`src/hw/tcsi_pkg.sv`:
```
`default_nettype none
package tcsi_pkg;
   // word and character layout
   localparam int WORD_W = 30;
   localparam int CHAR_W = 6;
   localparam int CHARS = 5;
   localparam int UNITS = 16;
   localparam int CODE_LSB = 24;
   localparam int CODE_W = 6;
   // octal xyz digit 3 bit 0 marks the with-interrupt variant
   localparam logic [11:0] FN_IRQ_MASK = 12'h200;
   // function codes with the interrupt bit cleared
   localparam logic [11:0] FN_RD_HI = 12'h890;
   localparam logic [11:0] FN_RD_LO = 12'h8d0;
   localparam logic [11:0] FN_RD_HI_T = 12'h891;
   localparam logic [11:0] FN_RD_LO_T = 12'h8d1;
   localparam logic [11:0] FN_SR_HI = 12'h990;
   localparam logic [11:0] FN_SR_LO = 12'h9d0;
   localparam logic [11:0] FN_SR_HI_T = 12'h991;
   localparam logic [11:0] FN_SR_LO_T = 12'h9d1;
   localparam logic [11:0] FN_WR_HI = 12'h090;
   localparam logic [11:0] FN_WR_LO = 12'h0d0;
   localparam logic [11:0] FN_WR_HI_T = 12'h091;
   localparam logic [11:0] FN_WR_LO_T = 12'h0d1;
   localparam logic [11:0] FN_WM_HI = 12'h0b0;
   localparam logic [11:0] FN_WM_LO = 12'h0f0;
   localparam logic [11:0] FN_WM_HI_T = 12'h0b1;
   localparam logic [11:0] FN_WM_LO_T = 12'h0f1;
   localparam logic [11:0] FN_REW = 12'h408;
   localparam logic [11:0] FN_REW_LK = 12'h448;
   localparam logic [11:0] FN_BOOT = 12'h800;
   localparam logic [11:0] FN_BSP_BLK = 12'h418;
   localparam logic [11:0] FN_BSP_FILE = 12'h458;
   localparam logic [11:0] FN_ERASE = 12'h018;
   localparam logic [11:0] FN_TERM = 12'h4c0;
   // status codes, octal values written in hex
   localparam logic [5:0] SC_FN = 6'h1c;    // 34 octal
   localparam logic [5:0] SC_REW = 6'h14;   // 24
   localparam logic [5:0] SC_EOF = 6'h2c;   // 54
   localparam logic [5:0] SC_SEQ = 6'h28;   // 50
   localparam logic [5:0] SC_ILK = 6'h3c;   // 74
   localparam logic [5:0] SC_PAR = 6'h24;   // 44
   localparam logic [5:0] SC_FCNT = 6'h38;  // 70
   localparam logic [5:0] SC_LIM = 6'h30;   // 60
   localparam logic [5:0] SC_CCNT = 6'h18;  // 30
   localparam logic [5:0] SC_CSEQ = 6'h10;  // 20
   localparam logic [5:0] SC_DONE = 6'h20;  // 40
   // error bit positions, lowest index wins
   localparam int E_FN = 0;
   localparam int E_REW = 1;
   localparam int E_EOF = 2;
   localparam int E_SEQ = 3;
   localparam int E_ILK = 4;
   localparam int E_PAR = 5;
   localparam int E_FCNT = 6;
   localparam int E_LIM = 7;
   localparam int E_CCNT = 8;
   localparam int E_CSEQ = 9;
   localparam int NERR = 10;
   localparam logic [NERR-1:0] ERR_NONE = 10'h000;
   localparam logic [NERR-1:0] ERR_DEFER = 10'h020; // parity waits for block end

   typedef enum logic [3:0] {
      OP_READ = 4'h0, OP_WRITE = 4'h1, OP_SEARCH = 4'h2, OP_REW = 4'h3, OP_REW_LK = 4'h4,
      OP_BOOT = 4'h5, OP_BSP_BLK = 4'h6, OP_BSP_FILE = 4'h7, OP_ERASE = 4'h8, OP_TERM = 4'h9
   } tcsi_op_t;

   typedef enum logic [3:0] {
      ST_IDLE = 4'b0001, ST_IDENT = 4'b0010, ST_RUN = 4'b0100, ST_REPORT = 4'b1000
   } tcsi_state_t;

   typedef struct packed {
      logic valid;
      tcsi_op_t op;
      logic irq;
   } tcsi_dec_t;

   // events from the tape side, one cycle each
   typedef struct packed {
      logic frame_valid;
      logic [CHAR_W-1:0] frame;
      logic par_err;
      logic block_end;
      logic tape_mark;
      logic limit;
      logic echo_err;
      logic cmp_err;
      logic cc_err;
      logic wr_slot;
      logic done;
   } tcsi_tape_ev_t;

   function automatic tcsi_dec_t tcsi_decode(input logic [11:0] code);
      tcsi_dec_t d;
      d.valid = 1'b1;
      d.irq = |(code & FN_IRQ_MASK);
      unique case (code & ~FN_IRQ_MASK)
         FN_RD_HI, FN_RD_LO, FN_RD_HI_T, FN_RD_LO_T: d.op = OP_READ;
         FN_SR_HI, FN_SR_LO, FN_SR_HI_T, FN_SR_LO_T: d.op = OP_SEARCH;
         FN_WR_HI, FN_WR_LO, FN_WR_HI_T, FN_WR_LO_T: d.op = OP_WRITE;
         FN_WM_HI, FN_WM_LO, FN_WM_HI_T, FN_WM_LO_T: d.op = OP_WRITE;
         FN_REW: d.op = OP_REW;
         FN_REW_LK: d.op = OP_REW_LK;
         FN_BOOT: d.op = OP_BOOT;
         FN_BSP_BLK: d.op = OP_BSP_BLK;
         FN_BSP_FILE: d.op = OP_BSP_FILE;
         FN_ERASE: d.op = OP_ERASE;
         FN_TERM: d.op = OP_TERM;
         default: begin
            d.op = OP_READ;
            d.valid = 1'b0;
         end
      endcase
      return d;
   endfunction : tcsi_decode

   function automatic logic [5:0] tcsi_pick(input logic [NERR-1:0] e);
      logic [5:0] c;
      c = SC_DONE;
      if (e[E_CSEQ]) c = SC_CSEQ;
      if (e[E_CCNT]) c = SC_CCNT;
      if (e[E_LIM]) c = SC_LIM;
      if (e[E_FCNT]) c = SC_FCNT;
      if (e[E_PAR]) c = SC_PAR;
      if (e[E_ILK]) c = SC_ILK;
      if (e[E_SEQ]) c = SC_SEQ;
      if (e[E_EOF]) c = SC_EOF;
      if (e[E_REW]) c = SC_REW;
      if (e[E_FN]) c = SC_FN;
      return c;
   endfunction : tcsi_pick

   function automatic logic tcsi_fwd(input tcsi_op_t op);
      return op inside {OP_READ, OP_WRITE, OP_SEARCH, OP_BOOT, OP_ERASE};
   endfunction : tcsi_fwd

   function automatic logic tcsi_lim(input tcsi_op_t op);
      return op inside {OP_READ, OP_WRITE, OP_SEARCH, OP_ERASE, OP_BSP_BLK, OP_BSP_FILE};
   endfunction : tcsi_lim
endpackage : tcsi_pkg
`default_nettype wire

```
`src/hw/tcsi_channel_if.sv`:
```
`default_nettype none
// How it works
// - five 6-bit characters, first one most significant
// - search compares block first word, reads match
// - status word on abnormal end or interrupt completion
// - code in bits 29..24, rest zero
// - external interrupt pulses with each status word
// - code 34: bad function, unit select, 00
// - code 54: tape mark or write echo error
// - code 50: processor too slow with acknowledge
// - code 44: parity error or write-check miscompare
// - code 70: block frames not multiple of five
// - code 60: load point or end warning
// - code 30: character counter holds improper count
// - code 20: end of block, partial word
// - code 40: interrupt function finished cleanly
// - read and write only moving forward
module tcsi_channel_if
   import tcsi_pkg::*;
#(
   parameter int UNITS_P = UNITS
) (
   input wire logic clk_i,
   input wire logic nrst_i,
   input wire logic fn_valid_i,
   input wire logic [11:0] fn_code_i,
   input wire logic [UNITS_P-1:0] unit_sel_i,
   input wire logic ext_fn_i,
   input wire logic [WORD_W-1:0] out_word_i,
   input wire logic out_ack_i,
   input wire logic in_ack_i,
   input wire logic eob_i,
   input wire logic [UNITS_P-1:0] unit_present_i,
   input wire logic [UNITS_P-1:0] unit_ring_i,
   input wire logic [UNITS_P-1:0] unit_ilk_i,
   input wire logic [UNITS_P-1:0] unit_rewinding_i,
   input wire tcsi_tape_ev_t ev_i,
   output logic [WORD_W-1:0] status_word_o,
   output logic ext_int_o,
   output logic [WORD_W-1:0] in_word_o,
   output logic in_req_o,
   output logic out_req_o,
   output logic [CHAR_W-1:0] wr_char_o,
   output logic wr_char_valid_o,
   output logic [UNITS_P-1:0] unit_o,
   output tcsi_op_t op_o,
   output logic run_o,
   output logic fwd_o
);
   tcsi_state_t state, next_state;
   tcsi_dec_t dec;
   logic irq, found, first_word, eob_seen, sent_any, done, wfull;
   logic [WORD_W-1:0] ident, wbuf;
   logic [2:0] wchar, pk_cnt;
   logic [NERR-1:0] err, next_err;
   logic [WORD_W-1:0] pk_word;
   logic pk_valid, onehot, fn_take, fn_err, ilk_err, rew_err, term_take;
   logic rd_mode, wr_mode, fwd_word, rd_busy, pk_clr;

   // function word checks, done combinationally at the take
   assign dec = tcsi_decode(fn_code_i);
   assign onehot = (unit_sel_i != '0) && ((unit_sel_i & (unit_sel_i - 1'b1)) == '0);
   assign fn_take = fn_valid_i && (state == ST_IDLE);
   assign fn_err = !dec.valid || !onehot;
   assign ilk_err = !(|(unit_sel_i & unit_present_i)) || |(unit_sel_i & unit_ilk_i)
                    || (dec.op == OP_WRITE && !(|(unit_sel_i & unit_ring_i)));
   assign rew_err = |(unit_sel_i & unit_rewinding_i);
   assign term_take = fn_valid_i && (state == ST_RUN) && dec.valid && dec.op == OP_TERM;

   // data moves only while tape goes forward
   assign rd_mode = (state == ST_RUN) && fwd_o
                    && (op_o inside {OP_READ, OP_SEARCH, OP_BOOT});
   assign wr_mode = (state == ST_RUN) && fwd_o && (op_o == OP_WRITE);
   assign fwd_word = pk_valid && rd_mode && (op_o != OP_SEARCH || found
                     || (first_word && pk_word == ident));
   assign rd_busy = in_req_o && !in_ack_i;
   assign pk_clr = fn_take || (rd_mode && ev_i.block_end);

   tcsi_char_pack #(.CHAR_W(CHAR_W), .CHARS(CHARS), .CNT_W(3)) u_pack (
      .clk_i(clk_i),
      .nrst_i(nrst_i),
      .clr_i(pk_clr),
      .ch_valid_i(rd_mode && ev_i.frame_valid),
      .ch_i(ev_i.frame),
      .word_o(pk_word),
      .word_valid_o(pk_valid),
      .cnt_o(pk_cnt)
   );

   // sequencing: a bad function goes straight to the report
   always_comb begin
      next_state = state;
      unique case (state)
         ST_IDLE: begin
            if (fn_take) begin
               if (fn_err || ilk_err || rew_err || dec.op == OP_TERM) next_state = ST_REPORT;
               else if (dec.op == OP_SEARCH) next_state = ST_IDENT;
               else next_state = ST_RUN;
            end
         end
         ST_IDENT: if (ext_fn_i) next_state = ST_RUN;
         ST_RUN: if (done || |(err & ~ERR_DEFER)) next_state = ST_REPORT;
         ST_REPORT: next_state = ST_IDLE;
      endcase
   end

   always_ff @(posedge clk_i or negedge nrst_i) begin
      if (!nrst_i) begin
         state <= ST_IDLE;
         run_o <= 1'b0;
         fwd_o <= 1'b0;
      end else begin
         state <= next_state;
         run_o <= (next_state == ST_RUN);
         fwd_o <= (next_state == ST_RUN) && tcsi_fwd(fn_take ? dec.op : op_o);
      end
   end

   // command latch and identifier capture
   always_ff @(posedge clk_i or negedge nrst_i) begin
      if (!nrst_i) begin
         op_o <= OP_READ;
         irq <= 1'b0;
         unit_o <= '0;
         ident <= '0;
      end else begin
         if (fn_take) begin
            op_o <= dec.op;
            irq <= dec.irq;
            unit_o <= unit_sel_i;
         end
         if (state == ST_IDENT && ext_fn_i) ident <= out_word_i;
      end
   end

   // error collection; anything seen in one function ends up in one word
   always_comb begin
      next_err = err;
      if (fn_take) begin
         next_err = ERR_NONE;
         next_err[E_FN] = fn_err;
         next_err[E_ILK] = !fn_err && ilk_err;
         next_err[E_REW] = !fn_err && rew_err;
      end
      if (state == ST_RUN) begin
         if (rd_mode && ev_i.tape_mark) next_err[E_EOF] = 1'b1;
         if (wr_mode && ev_i.echo_err && sent_any) next_err[E_EOF] = 1'b1;
         if (fwd_word && rd_busy) next_err[E_SEQ] = 1'b1;
         if (wr_mode && ev_i.wr_slot && !wfull && !eob_seen) next_err[E_SEQ] = 1'b1;
         if (rd_mode && ev_i.frame_valid && ev_i.par_err) next_err[E_PAR] = 1'b1;
         if (wr_mode && ev_i.cmp_err) next_err[E_PAR] = 1'b1;
         if (rd_mode && ev_i.block_end && pk_cnt != 3'h0) next_err[E_FCNT] = 1'b1;
         if (ev_i.limit && tcsi_lim(op_o)) next_err[E_LIM] = 1'b1;
         if (ev_i.cc_err) next_err[E_CCNT] = 1'b1;
         if (eob_i && ((rd_mode && pk_cnt != 3'h0) || (wr_mode && wfull))) begin
            next_err[E_CSEQ] = 1'b1;
         end
         if (wr_mode && ev_i.wr_slot && wfull && !sent_any && wbuf[29:24] == 6'h00) begin
            next_err[E_FN] = 1'b1;
         end
      end
   end

   always_ff @(posedge clk_i or negedge nrst_i) begin
      if (!nrst_i) err <= ERR_NONE;
      else if (state == ST_REPORT) err <= ERR_NONE;
      else err <= next_err;
   end

   // completion of the running function
   always_ff @(posedge clk_i or negedge nrst_i) begin
      if (!nrst_i) begin
         done <= 1'b0;
         found <= 1'b0;
         first_word <= 1'b1;
      end else if (fn_take) begin
         done <= 1'b0;
         found <= 1'b0;
         first_word <= 1'b1;
      end else if (state == ST_RUN) begin
         if (pk_valid && rd_mode) first_word <= 1'b0;
         if (fwd_word) found <= 1'b1;
         if (rd_mode && ev_i.block_end) begin
            // a search without a hit keeps hunting, terminate stops it
            if (op_o != OP_SEARCH || found || fwd_word || term_take) done <= 1'b1;
            first_word <= 1'b1;
         end
         if (!rd_mode && !wr_mode && ev_i.done) done <= 1'b1;
         if (wr_mode && ev_i.done && eob_seen) done <= 1'b1;
      end else begin
         done <= 1'b0;
      end
   end

   // input words to the processor; an acknowledge frees the register
   always_ff @(posedge clk_i or negedge nrst_i) begin
      if (!nrst_i) begin
         in_word_o <= '0;
         in_req_o <= 1'b0;
      end else if (fwd_word && !rd_busy) begin
         in_word_o <= pk_word;
         in_req_o <= 1'b1;
      end else if (in_ack_i) begin
         in_req_o <= 1'b0;
      end
   end

   // output words, split into characters first character first
   always_ff @(posedge clk_i or negedge nrst_i) begin
      if (!nrst_i) begin
         wbuf <= '0;
         wfull <= 1'b0;
         wchar <= 3'h0;
         sent_any <= 1'b0;
         eob_seen <= 1'b0;
         out_req_o <= 1'b0;
         wr_char_o <= '0;
         wr_char_valid_o <= 1'b0;
      end else begin
         wr_char_valid_o <= 1'b0;
         if (fn_take) begin
            wfull <= 1'b0;
            wchar <= 3'h0;
            sent_any <= 1'b0;
            eob_seen <= 1'b0;
         end else if (wr_mode) begin
            if (eob_i) eob_seen <= 1'b1;
            if (out_ack_i && out_req_o) begin
               wbuf <= out_word_i;
               wfull <= 1'b1;
               wchar <= 3'h0;
            end else if (ev_i.wr_slot && wfull) begin
               wr_char_o <= wbuf[29:24];
               wr_char_valid_o <= 1'b1;
               wbuf <= {wbuf[23:0], 6'h00};
               sent_any <= 1'b1;
               wchar <= wchar + 3'h1;
               if (wchar == 3'(CHARS - 1)) wfull <= 1'b0;
            end
         end
         // one word is asked for only when the register has room
         out_req_o <= wr_mode && !eob_seen && !eob_i && !(out_ack_i && out_req_o)
                      && (!wfull || (ev_i.wr_slot && wchar == 3'(CHARS - 1)));
      end
   end

   // status word: one code, picked by priority
   always_ff @(posedge clk_i or negedge nrst_i) begin
      if (!nrst_i) begin
         status_word_o <= '0;
         ext_int_o <= 1'b0;
      end else begin
         ext_int_o <= 1'b0;
         if (state == ST_REPORT && (err != ERR_NONE || irq)) begin
            status_word_o <= {tcsi_pick(err), 24'h000000};
            ext_int_o <= 1'b1;
         end
      end
   end
endmodule : tcsi_channel_if
`default_nettype wire

```
`src/hw/tcsi_char_pack.sv`:
```
`default_nettype none
module tcsi_char_pack #(
   parameter int CHAR_W = 6,
   parameter int CHARS = 5,
   parameter int CNT_W = 3
) (
   input wire logic clk_i,
   input wire logic nrst_i,
   input wire logic clr_i,
   input wire logic ch_valid_i,
   input wire logic [CHAR_W-1:0] ch_i,
   output logic [CHAR_W*CHARS-1:0] word_o,
   output logic word_valid_o,
   output logic [CNT_W-1:0] cnt_o
);
   localparam logic [CNT_W-1:0] LAST = CNT_W'(CHARS - 1);

   // first character lands in the top slot after all shifts
   always_ff @(posedge clk_i or negedge nrst_i) begin
      if (!nrst_i) begin
         word_o <= '0;
         cnt_o <= '0;
         word_valid_o <= 1'b0;
      end else begin
         word_valid_o <= 1'b0;
         if (clr_i) begin
            cnt_o <= '0;
         end else if (ch_valid_i) begin
            word_o <= {word_o[CHAR_W*(CHARS-1)-1:0], ch_i};
            if (cnt_o == LAST) begin
               cnt_o <= '0;
               word_valid_o <= 1'b1;
            end else begin
               cnt_o <= cnt_o + 1'b1;
            end
         end
      end
   end
endmodule : tcsi_char_pack
`default_nettype wire

```
`config.mk`:
```
export PLATFORM = sky130hd
export DESIGN_NAME = tcsi_channel_if
export DESIGN_NICKNAME = d
export VERILOG_FILES = /design/src/hw/tcsi_pkg.sv /design/src/hw/tcsi_channel_if.sv /design/src/hw/tcsi_char_pack.sv
export SDC_FILE = /design/constraint.sdc
export NUM_CORES = 1
export LEC_CHECK = 0
export BUFFER_PORTS_ARGS = -buffer_cell sky130_fd_sc_hd__buf_4
export CAP_MARGIN = 20
export CORE_MARGIN = 3
export CORE_UTILIZATION = 48
export DETAILED_ROUTE_END_ITERATION = 10
export PLACE_DENSITY = 0.77
export SYNTH_ARGS = -nofsm -noshare
export SYNTH_HDL_FRONTEND = slang
export SYNTH_SLANG_ARGS = --single-unit
```
`constraint.sdc`:
```
create_clock -name clk_i -period 2.65 [get_ports clk_i]
set_clock_uncertainty 0.2 [all_clocks]
set_input_delay 0.53 -clock clk_i [delete_from_list [all_inputs] [get_ports clk_i]]
set_output_delay 0.53 -clock clk_i [all_outputs]
set_load 0.03 [all_outputs]
```
## Word-level counts from Yosys, hierarchy flattened

Index checks and enable logic that the tools add are counted.
W data, S select, Z words.

- Equality and inequality tests: 48
- Bitwise logic cells: 8
- Reduce and logical (&&, ||, !) cells: 118
- Mux-type cells: 79
- $add $sub $neg: 3

Operators by type and width:

| kind | count |
|---|---|
| $eq A11 B11 Y1 const B | 9 |
| $eq A11 B8 Y1 const B | 8 |
| $and A16 B16 Y16 | 5 |
| $reduce_or A16 Y1 | 4 |
| $mux W30 | 2 |
| $mux W6 | 10 |
| $eq A11 B10 Y1 const B | 5 |
| $logic_and A1 B1 Y1 | 49 |
| $mux W1 | 48 |
| $pmux W4 S9 | 1 |
| $eq A30 B30 Y1 | 1 |
| $eq A4 B3 Y1 const B | 6 |
| $mux W3 | 8 |
| $reduce_or A23 Y1 | 1 |
| $mux W10 | 2 |
| $mux W4 | 5 |
| $reduce_bool A2 Y1 | 9 |
| $eq A4 B1 Y1 const B | 4 |
| $eq A4 B2 Y1 const B | 4 |
| $eq A4 B4 Y1 const B | 4 |
| $logic_not A16 Y1 | 1 |
| $pmux W4 S4 | 1 |
| $reduce_bool A16 Y1 | 1 |
| $sub A16 B1 Y16 const B | 1 |
| 23 further kinds | 67 |

- Register bits: 186
- Word-level logic and storage cells: 283

## Depth between registers and ports, before layout

Gate-level depths: netlist of run 1.

- Word-level depth: 14
- Gate-level depth with buffers: 11

## Cells and area by module

From an unflattened synthesis of run 1, not the netlist that was laid out.

- Cells, all modules: 845
- Area total of the unflattened synthesis: 9235.1 um^2

Modules (own cells, without submodules):

| module | cells each | seq. area each (um^2) | instances | area each (um^2) |
|---|---|---|---|---|
| tcsi_channel_if | 762 | 3756.1 | 1 | 7773.7 |
| tcsi_char_pack | 83 | 850.8 | 1 | 1461.4 |

## Worst setup path before layout of run 1

Ideal clock, no wire load.

- Kind: input -> register
- From: input unit_sel_i[4]
- To: register fwd_o
- Library setup time: 0.128 ns
- Data arrival time: 2.807 ns
- Path slack: -0.484 ns
- Stages on the path: 9
- Path through: buf_2 > or4_1 > buf_2 > o31a_1 > o32a_1 > or3_4 > or4_4 > o21ai_4 > nor4_1

- Cells in the longest elaborated chain, start to end: 14
- Elaborated cells between the ends (all ways): 28

RTL lines:

| element | RTL line | text |
|---|---|---|
| start: declaration | tcsi_channel_if.sv:27 | `input wire logic [UNITS_P-1:0] unit_sel_i,` |
| $sub A16 B1 Y16 | tcsi_channel_if.sv:62 | `assign onehot = (unit_sel_i != '0) && ((unit_sel_i & (unit_sel_i - 1'b1)) == '0);` |
| $and A16 B16 Y16 | tcsi_channel_if.sv:62 |  |
| $logic_not A16 Y1 | tcsi_channel_if.sv:62 |  |
| $logic_and A1 B1 Y1 | tcsi_channel_if.sv:62 |  |
| $logic_not A1 Y1 | tcsi_channel_if.sv:64 | `assign fn_err = !dec.valid \|\| !onehot;` |
| $logic_or A1 B1 Y1 | tcsi_channel_if.sv:64 |  |
| $logic_or A1 B1 Y1 | tcsi_channel_if.sv:96 | `if (fn_err \|\| ilk_err \|\| rew_err \|\| dec.op == OP_TERM) next_state = ST_REPORT;` |
| $logic_or A1 B1 Y1 (*) (2 in a row) | tcsi_channel_if.sv:96 |  |
| $mux W4 (*) | tcsi_channel_if.sv:96 |  |
| $mux W4 (*) | tcsi_channel_if.sv:95 | `if (fn_take) begin` |
| $pmux W4 S4 (*) | tcsi_channel_if.sv:93 | `unique case (state)` |
| via next_state[1] | tcsi_channel_if.sv:50 | `tcsi_state_t state, next_state;` |
| $eq A4 B3 Y1 (*) | tcsi_channel_if.sv:115 | `fwd_o <= (next_state == ST_RUN) && tcsi_fwd(fn_take ? dec.op : op_o);` |
| $logic_and A1 B1 Y1 (*) | tcsi_channel_if.sv:115 |  |
| end signal: assignment | tcsi_channel_if.sv:115 |  |
| end: declaration | tcsi_channel_if.sv:48 | `output logic fwd_o` |

Mark *: on every way through the listed nets, which the timed path passes. The rest lies on a longest branch.
A chain may end at the register's enable or synchronous reset.

## Final worst setup path of run 1

- From: input unit_sel_i[3]
- To: register fwd_o

Same word-level chain as after synthesis.

==> results.md, run 1 <==
* Initial Utilization at 0.491
* Via density per instance at 5.62
* Critical path class: input port to register
* Worst EP arrival at around 2.7 ns
* Slew headroom at 0.621
* CP Capture Type: register
* Row count at slightly below 50
* Max incr delay on CP at roughly 0.58 ns
* Final hold vios at 0
* Port bufs at 210
* Finished Core Util at 0.654
* DRT Pass-1 Iters at 6
* Post-synthesis sequential area ratio at 0.521
* GRT Resource Usage Total at 0.245
* Diode count at 0
* Initial antenna violation count at 0
* Top area cells in the synthesized netlist: dfrtp_1 (51%), mux2_2 (12%), nand2_1 (4.8%)
* Worst Hold Class: input port to register
* Setup WS pre-CTS at -0.373 ns
* DRT iter0 DRCs at 477
* Synthesized flop and latch total at 184
* Final worst slack at 0.0332 ns
* CP most frequent cell: or4_4
* Slowest CP cell: or4_4
* Drt wl/cell at 19.5 um
* Ys async rst share at 1.00
* FMAX at 382 MHz
* Clk_lat worst skew at 0.43 ns
* Count of different cell masters after synthesis at between 60 and 70
* Synth warnings at 0
* Max VDD drop at ~0.00044 V
* Post-synth EDFFs at 0
* Worst-path cell chain: buf_4, or4_4, o31a_1, o32a_1, or3_4, or4_4, o21ai_4, nor4_1
* Global placement routability congestion at 0.891
* Area Growth Syn to Fin at 33.2%
* Met2 routed WL at 12.1 mm
* Worst Max-Slew Pin Slew at ~0.56 ns
* MaxCap Viol Count at 0
* Share of cells above drive strength 1 at 0.401
* Bufs on Longest Clock Path at 2
* RSZ-0062 raised after global routing: true
* M1 WL at 11.0 mm
* Avg Cell Area, Syn at 11.0 um^2
* Lkg Pwr at 5.88 nW
* Tcrit/Tclk final at 0.987
* Mapped cell area at 8840 um^2
* DRC viols at 0
* Post-layout nets at approximately 1200
* Die Area at about 20000 um^2
* Worst Setup Start Kind: input port
* Final HPWL DP at 18.7 mm
* CTS tree: done
* CP Data Required Time at roughly 2.8 ns
* DR vias at 7270
* Total power at 5.81 mW
* Yosys top cell area share at 0.515
* Met3 WL at 1.62 mm
* Leading cell type in the layout, fill and taps excluded: buf_4
* Max-slew violation count at 0
* First-pass GRT wire length at 38.6 mm
* Drt total wl at roughly 25 mm
* Routed Antenna Nets at 0
* Syn Inst Count at 805
* CORE AREA at 18000 um^2
* Crit path time final at 2.62 ns
* Die Y at approximately 140 um
* Vias in the first global route at roughly 7000
* PwrDens at approximately 490 nW/um^2
* CTS buffer count at 17
* H-tree depth at 4
* Global route total overflow at 0
* Status: finished clean
* WHS at 0.0952 ns
* Pin count of the biggest net entering global routing at 60
* Highest layer used for signal routing: met4
* Worst-path maximum fanout at 5
* # IOs at 237
* Area leader, netlist: dfrtp_1
* Dominant synthesized flop cell: dfrtp_1
* Root Driver: clkbuf_16
* Commonest cells after routing, fill and taps aside: buf_4 (259), dfrtp_1 (182), nand2_1 (112)
* Final count of negative-setup-slack endpoints at 0
* Reg clk slew, reported paths at 0.07 ns
* Die Width at 142 um
* Clock Sink Count at 184
-- cell usage after synthesis (4+ instances only) --
library cell  number
a22oi_1           16
buf_2              5
ha_1               4
o21ai_0           36
a32o_1             4
inv_1             14
o21ai_1            9
nor2b_1            4
xnor2_1           21
a221oi_1           8
nand4_1           13
nand3_1           17
buf_1              4
buf_4             26
xor2_1            11
nor2_1            35
clkbuf_1          30
a31oi_1            8
a21oi_1           19
o31a_1             4
dfrtp_1          182
nor4_1            12
nor3_1            11
nand2b_1           7
nor4b_1            4
nand2_1          113
a22o_1            11
mux2i_1           25
mux2_1             4
mux2_2            93
-- what timing repair did --
action,in CTS,in global routing
hold endpoints to repair,44,0
resized for setup,1,19
endpoints found under the setup margin,6,40
buffers inserted,0,1
cloned,0,3
hold buffers,1,0
pin swaps,0,7
-- sequential cells by signal (all words and copies together) (netlist names), 6 cells and up --
name,flops
wr_char_o,6
unit_o,16
ident,30
err,10
wbuf,30
in_word_o,30
u_pack.word_o,30
-- path summary, 6_finish.rpt --
path | to | slack, ns | start | cells past startpoint
max reg2reg | in_word_o[18] | 0.11 | state[1] | 9
min | irq | 0.1 | fn_code_i[9] | 3
max in group asynchronous | in_word_o[25] | 1.06 | nrst_i | 3
min in group asynchronous | in_word_o[21] | 0.40 | nrst_i | 2
min reg2reg | wbuf[0] | 0.27 | wbuf[0] | 2
max | fwd_o | 0.03 | unit_sel_i[3] | 8
-- routing by layer --
layer / track usage / vias to the layer above
li1: - / 3326
met1: 0.352 / 3626
met2: 0.392 / 283
met3: 0.0411 / 35
met4: 0.0596 / 0
met5: 0 / -
-- cells by family after synthesis --
family                     after synthesis  synth area share
and+or+nand+nor                        245             0.136
DFF                                    184             0.521
AOI/OAI and AO/OA                      133             0.102
muxes                                  122             0.152
buffers and inverters                   82            0.0491
xor gates and xnor gates                32            0.0317
adders and majority gates                6           0.00792
other                                    1          0.000424
-- through the flow --
step / setup TNS [ns] / cell area, um^2 / instances
floorplan: -2.00 / 9000 / 830
global placement: -2.04 / 11000 / 1256
detailed placement: -2.36 / 11000 / 1257
CTS: 0 / 11600 / 1290
global route: -0.984 / 11800 / 1294
finish: 0 / 11800 / 1294
-- layout make-up --
cell class,instances,area (um^2)
clock buffers,20,457
multi-input cells,564,4070
flip-flops and latches,184,4610
fillers,1445,6240
clock inverters,12,143
inverters,14,52.6
well taps,229,287
repair buffers,271,2170
-- critical path: cells and delay by family --
family                 cells  cell delay, ns
AND/OR/NAND/NOR            4            1.42
buffers and inverters      1            0.12
AO/OA/AOI/OAI              3            0.63
-- power breakdown --
group | internal (mW) | switching (mW)
Sequential | 2.81 | 0.00101
Combinational | 0.204 | 0.234
Clock | 1.46 | 1.10
(Power assumes the default switching activity.)
==> run 2: changes to the inputs <==
Settings changed: ABC_AREA set to 1, CTS_BUF_LIST set to sky130_fd_sc_hd__clkbuf_8 sky130_fd_sc_hd__clkbuf_16, PLACE_DENSITY 0.77 to 0.76.
==> results.md, run 2 <==
* Avg Cell Area, Syn at 7.68 um^2 (was 11.0 um^2)
* Synth warnings at 0 (unchanged)
* MaxCap Viol Count at 0 (unchanged)
* Area leader, netlist: dfrtp_1 (unchanged)
* Global route total overflow at 0 (unchanged)
* Finished Layout Cells at 1690 (was 1294)
* CTS tree: done (unchanged)
* Worst-path maximum fanout at 60 (was 5)
* Crit path time final at 2.34 ns (was 2.62 ns)
* Slew headroom at 0.654 (was 0.621)
* DRT Pass-1 Iters at 5 (was 6)
* H-tree depth at 4 (unchanged)
* Initial antenna violation count at 0 (unchanged)
* XOR/XNOR share of the synthesized area at 0.00664 (was 0.0317)
* Post-synth EDFFs at 0 (unchanged)
* Lkg Pwr at 6.06 nW (was 5.88 nW)
* Synthesized flop and latch total at 184 (unchanged)
* Max-slew violation count at 0 (unchanged)
* Dominant synthesized flop cell: dfrtp_1 (unchanged)
* Critical path class: register to register (was input port to register)
* Row count at 50 (was 49)
* Worst Hold Class: input port to register (unchanged)
* Ys async rst share at 1.00 (unchanged)
* RSZ-0062 raised after global routing: false (was true)
* Clock Sink Count at 184 (unchanged)
* Vias in the first global route at 8341 (was 7090)
* Count of different cell masters after synthesis at 47 (was 64)
* Max VDD drop at 0.000428 V (was 0.000441 V)
* Worst Setup Start Kind: register (was input port)
* Inst Count DP at 1657 (was 1257)
* CP Capture Type: register (unchanged)
* Commonest cells after routing, fill and taps aside: nand2_1 (408), buf_4 (227), dfrtp_1 (182) (was buf_4 (259), dfrtp_1 (182), nand2_1 (112))
* Mux contribution to synthesized area at 0 (was 0.152)
* Max incr delay on CP at 0.40 ns (was 0.58 ns)
* CORE AREA at 18800 um^2 (was 18000 um^2)
* Global placement routability congestion at 0.973 (was 0.891)
* Routed Antenna Nets at 0 (unchanged)
* Post-Synth Adder-Cell Area at 0.00542 (was 0.00792)
* Diode count at 0 (unchanged)
* Mapped cell area at 9240 um^2 (was 8840 um^2)
* Compound-Gate Fraction of Synth Area at 0.119 (was 0.102)
* Root Driver: clkbuf_16 (unchanged)
* Largest family of logic cells by synthesized area: simple AND/OR/NAND/NOR gates (was multiplexers)
* Drt total wl at 26.7 mm (was 25.2 mm)
* Port bufs at 210 (unchanged)
* Pin count of the biggest net entering global routing at 61 (was 60)
* WHS at 0.0960 ns (was 0.0952 ns)
* Clk_lat worst skew at 0.44 ns (was 0.43 ns)
* Yosys top cell area share at 0.493 (was 0.515)
* Initial Utilization at 0.490 (was 0.491)
* Post-layout nets at 1566 (was 1201)
* Tcrit/Tclk final at 0.881 (was 0.987)
* CP Data Required Time at 2.77 ns (was 2.75 ns)
* Final hold vios at 0 (unchanged)
* # IOs at 237 (unchanged)
* FMAX at 428 MHz (was 382 MHz)
* Die Area at 20900 um^2 (was 20100 um^2)
* Simple-gate share of the synthesized area at 0.272 (was 0.136)
* Leading cell type in the layout, fill and taps excluded: nand2_1 (was buf_4)
* GRT Resource Usage Total at 0.258 (was 0.245)
* Top area cells in the synthesized netlist: dfrtp_1 (49%), nand2_1 (17%), inv_1 (5.1%) (was dfrtp_1 (51%), mux2_2 (12%), nand2_1 (4.8%))
* Top Family by Delay on Critical Path: simple AND/OR/NAND/NOR gates (unchanged)
* WP buf/inv at 3 (was 1)
* CP most frequent cell: nand2_1 (was or4_4)
* Worst EP arrival at 2.46 ns (was 2.72 ns)
* Share of cells above drive strength 1 at 0.199 (was 0.401)
* Bufs on Longest Clock Path at 2 (unchanged)
* Post-Route Setup TNS at 0 ns (unchanged)
* First-pass GRT wire length at 42.2 mm (was 38.6 mm)
* Die Width at 145 um (was 142 um)
* Synth top cells by count: nand2_1 (408), dfrtp_1 (182), inv_1 (126) (was dfrtp_1 (182), nand2_1 (113), mux2_2 (93))
* Via density per instance at 5.13 (was 5.62)
* Die Y at 145 um (was 142 um)
* Worst Max-Slew Pin Slew at 0.517 ns (was 0.561 ns)
* Slowest CP cell: dfrtp_1 (was or4_4)
* Syn Inst Count at 1203 (was 805)
* Final HPWL DP at 20.9 mm (was 18.7 mm)
* DRT iter0 DRCs at 543 (was 477)
* Drt wl/cell at 15.8 um (was 19.5 um)
* Reg clk slew, reported paths at 0.08 ns (was 0.07 ns)
* Worst-path cell chain: inv_1, nand2_1, nand4_1, nor3_1, nand4_1, nor2_1, nand2_1, nand2_1, nand2_1, inv_2, nand2_2, buf_12, nand2_1, o21ai_1 (was buf_4, or4_4, o31a_1, o32a_1, or3_4, or4_4, o21ai_4, nor4_1)
* Area Growth Syn to Fin at 26.6% (was 33.2%)
* Most frequent cell after synthesis: nand2_1 (was dfrtp_1)
* DRC viols at 0 (unchanged)
* CTS buffer count at 17 (unchanged)
* Final count of negative-setup-slack endpoints at 0 (unchanged)
* PwrDens at 497 nW/um^2 (was 493 nW/um^2)
* Status: finished clean (unchanged)
* DR vias at 8675 (was 7270)
* Post-synthesis sequential area ratio at 0.499 (was 0.521)
[run 2: power breakdown]
| group | internal [mW] | switching (mW) |
|---|---|---|
| sequential | 2.83 | 0.0157 |
| combinational | 0.203 | 0.288 |
| clock | 1.26 | 1.21 |
| total | 4.29 | 1.51 |
[run 2: layout make-up]
| class | instances | area [um^2] |
|---|---|---|
| Clock buffer | 17 | 425 |
| Fill cell | 1704 | 7140 |
| Sequential cell | 184 | 4610 |
| Timing Repair Buffer | 234 | 1830 |
| Tap cell | 260 | 325 |
| Multi-Input combinational cell | 844 | 3830 |
| Inverter | 136 | 510 |
| Clock inverter | 15 | 159 |
[run 2: what timing repair did]
action,CTS,global route
setup buffers,0,0
hold buffers,1,0
hold endpoints to repair,33,0
resized for setup,0,0
[run 2: metal layers]
layer | GRT usage | share of wire | up-vias
met1 | 0.322 | 0.41 | 4042
met3 | 0.0864 | 0.083 | 50
met2 | 0.426 | 0.48 | 332
met4 | 0.0864 | 0.029 | 0
met5 | 0 | 0 | -
li1 | - | - | 4251
[run 2: worst min-delay path, stage by stage]
cell	delay (ns)
buf_4	0.08
nand2_1	0.04
o21ai_0	0.05
[run 2: final timing paths]
path | startpoint | to | slack (ns) | cells after the start
min in group asynchronous | nrst_i | in_word_o[24] | 0.36 | 2
hold reg to reg | wbuf[4] | wbuf[4] | 0.28 | 2
max in group asynchronous | nrst_i | first_word | 1.23 | 3
setup / recovery | u_pack.word_o[9] | in_word_o[15] | 0.31 | 14
setup reg to reg | u_pack.word_o[9] | in_word_o[15] | 0.31 | 14
hold / removal | ev_i[9] | u_pack.word_o[0] | 0.1 | 3
[run 2: through the flow]
| step | utilization | worst slack, ns | area (um^2) | power [mW] |
|---|---|---|---|---|
| floorplan | - | 0.508 | 9330 | 3.10 |
| global placement | 0.589 | 0.208 | 11100 | 3.39 |
| detailed placement | 0.589 | 0.130 | 11100 | 3.39 |
| CTS | 0.621 | 0.325 | 11700 | 5.84 |
| global route | 0.621 | 0.0256 | 11700 | 6.01 |
| finish | 0.621 | 0.314 | 11700 | 5.80 |
[run 2: cells by family after synthesis]
| logic type | after synthesis |
|---|---|
| flip-flops | 184 |
| other | 1 |
| AND/OR/NAND/NOR | 610 |
| XOR/XNOR | 7 |
| adder cells (fa/ha/maj) | 4 |
| buffers and inverters | 200 |
| AO/OA/AOI/OAI | 197 |
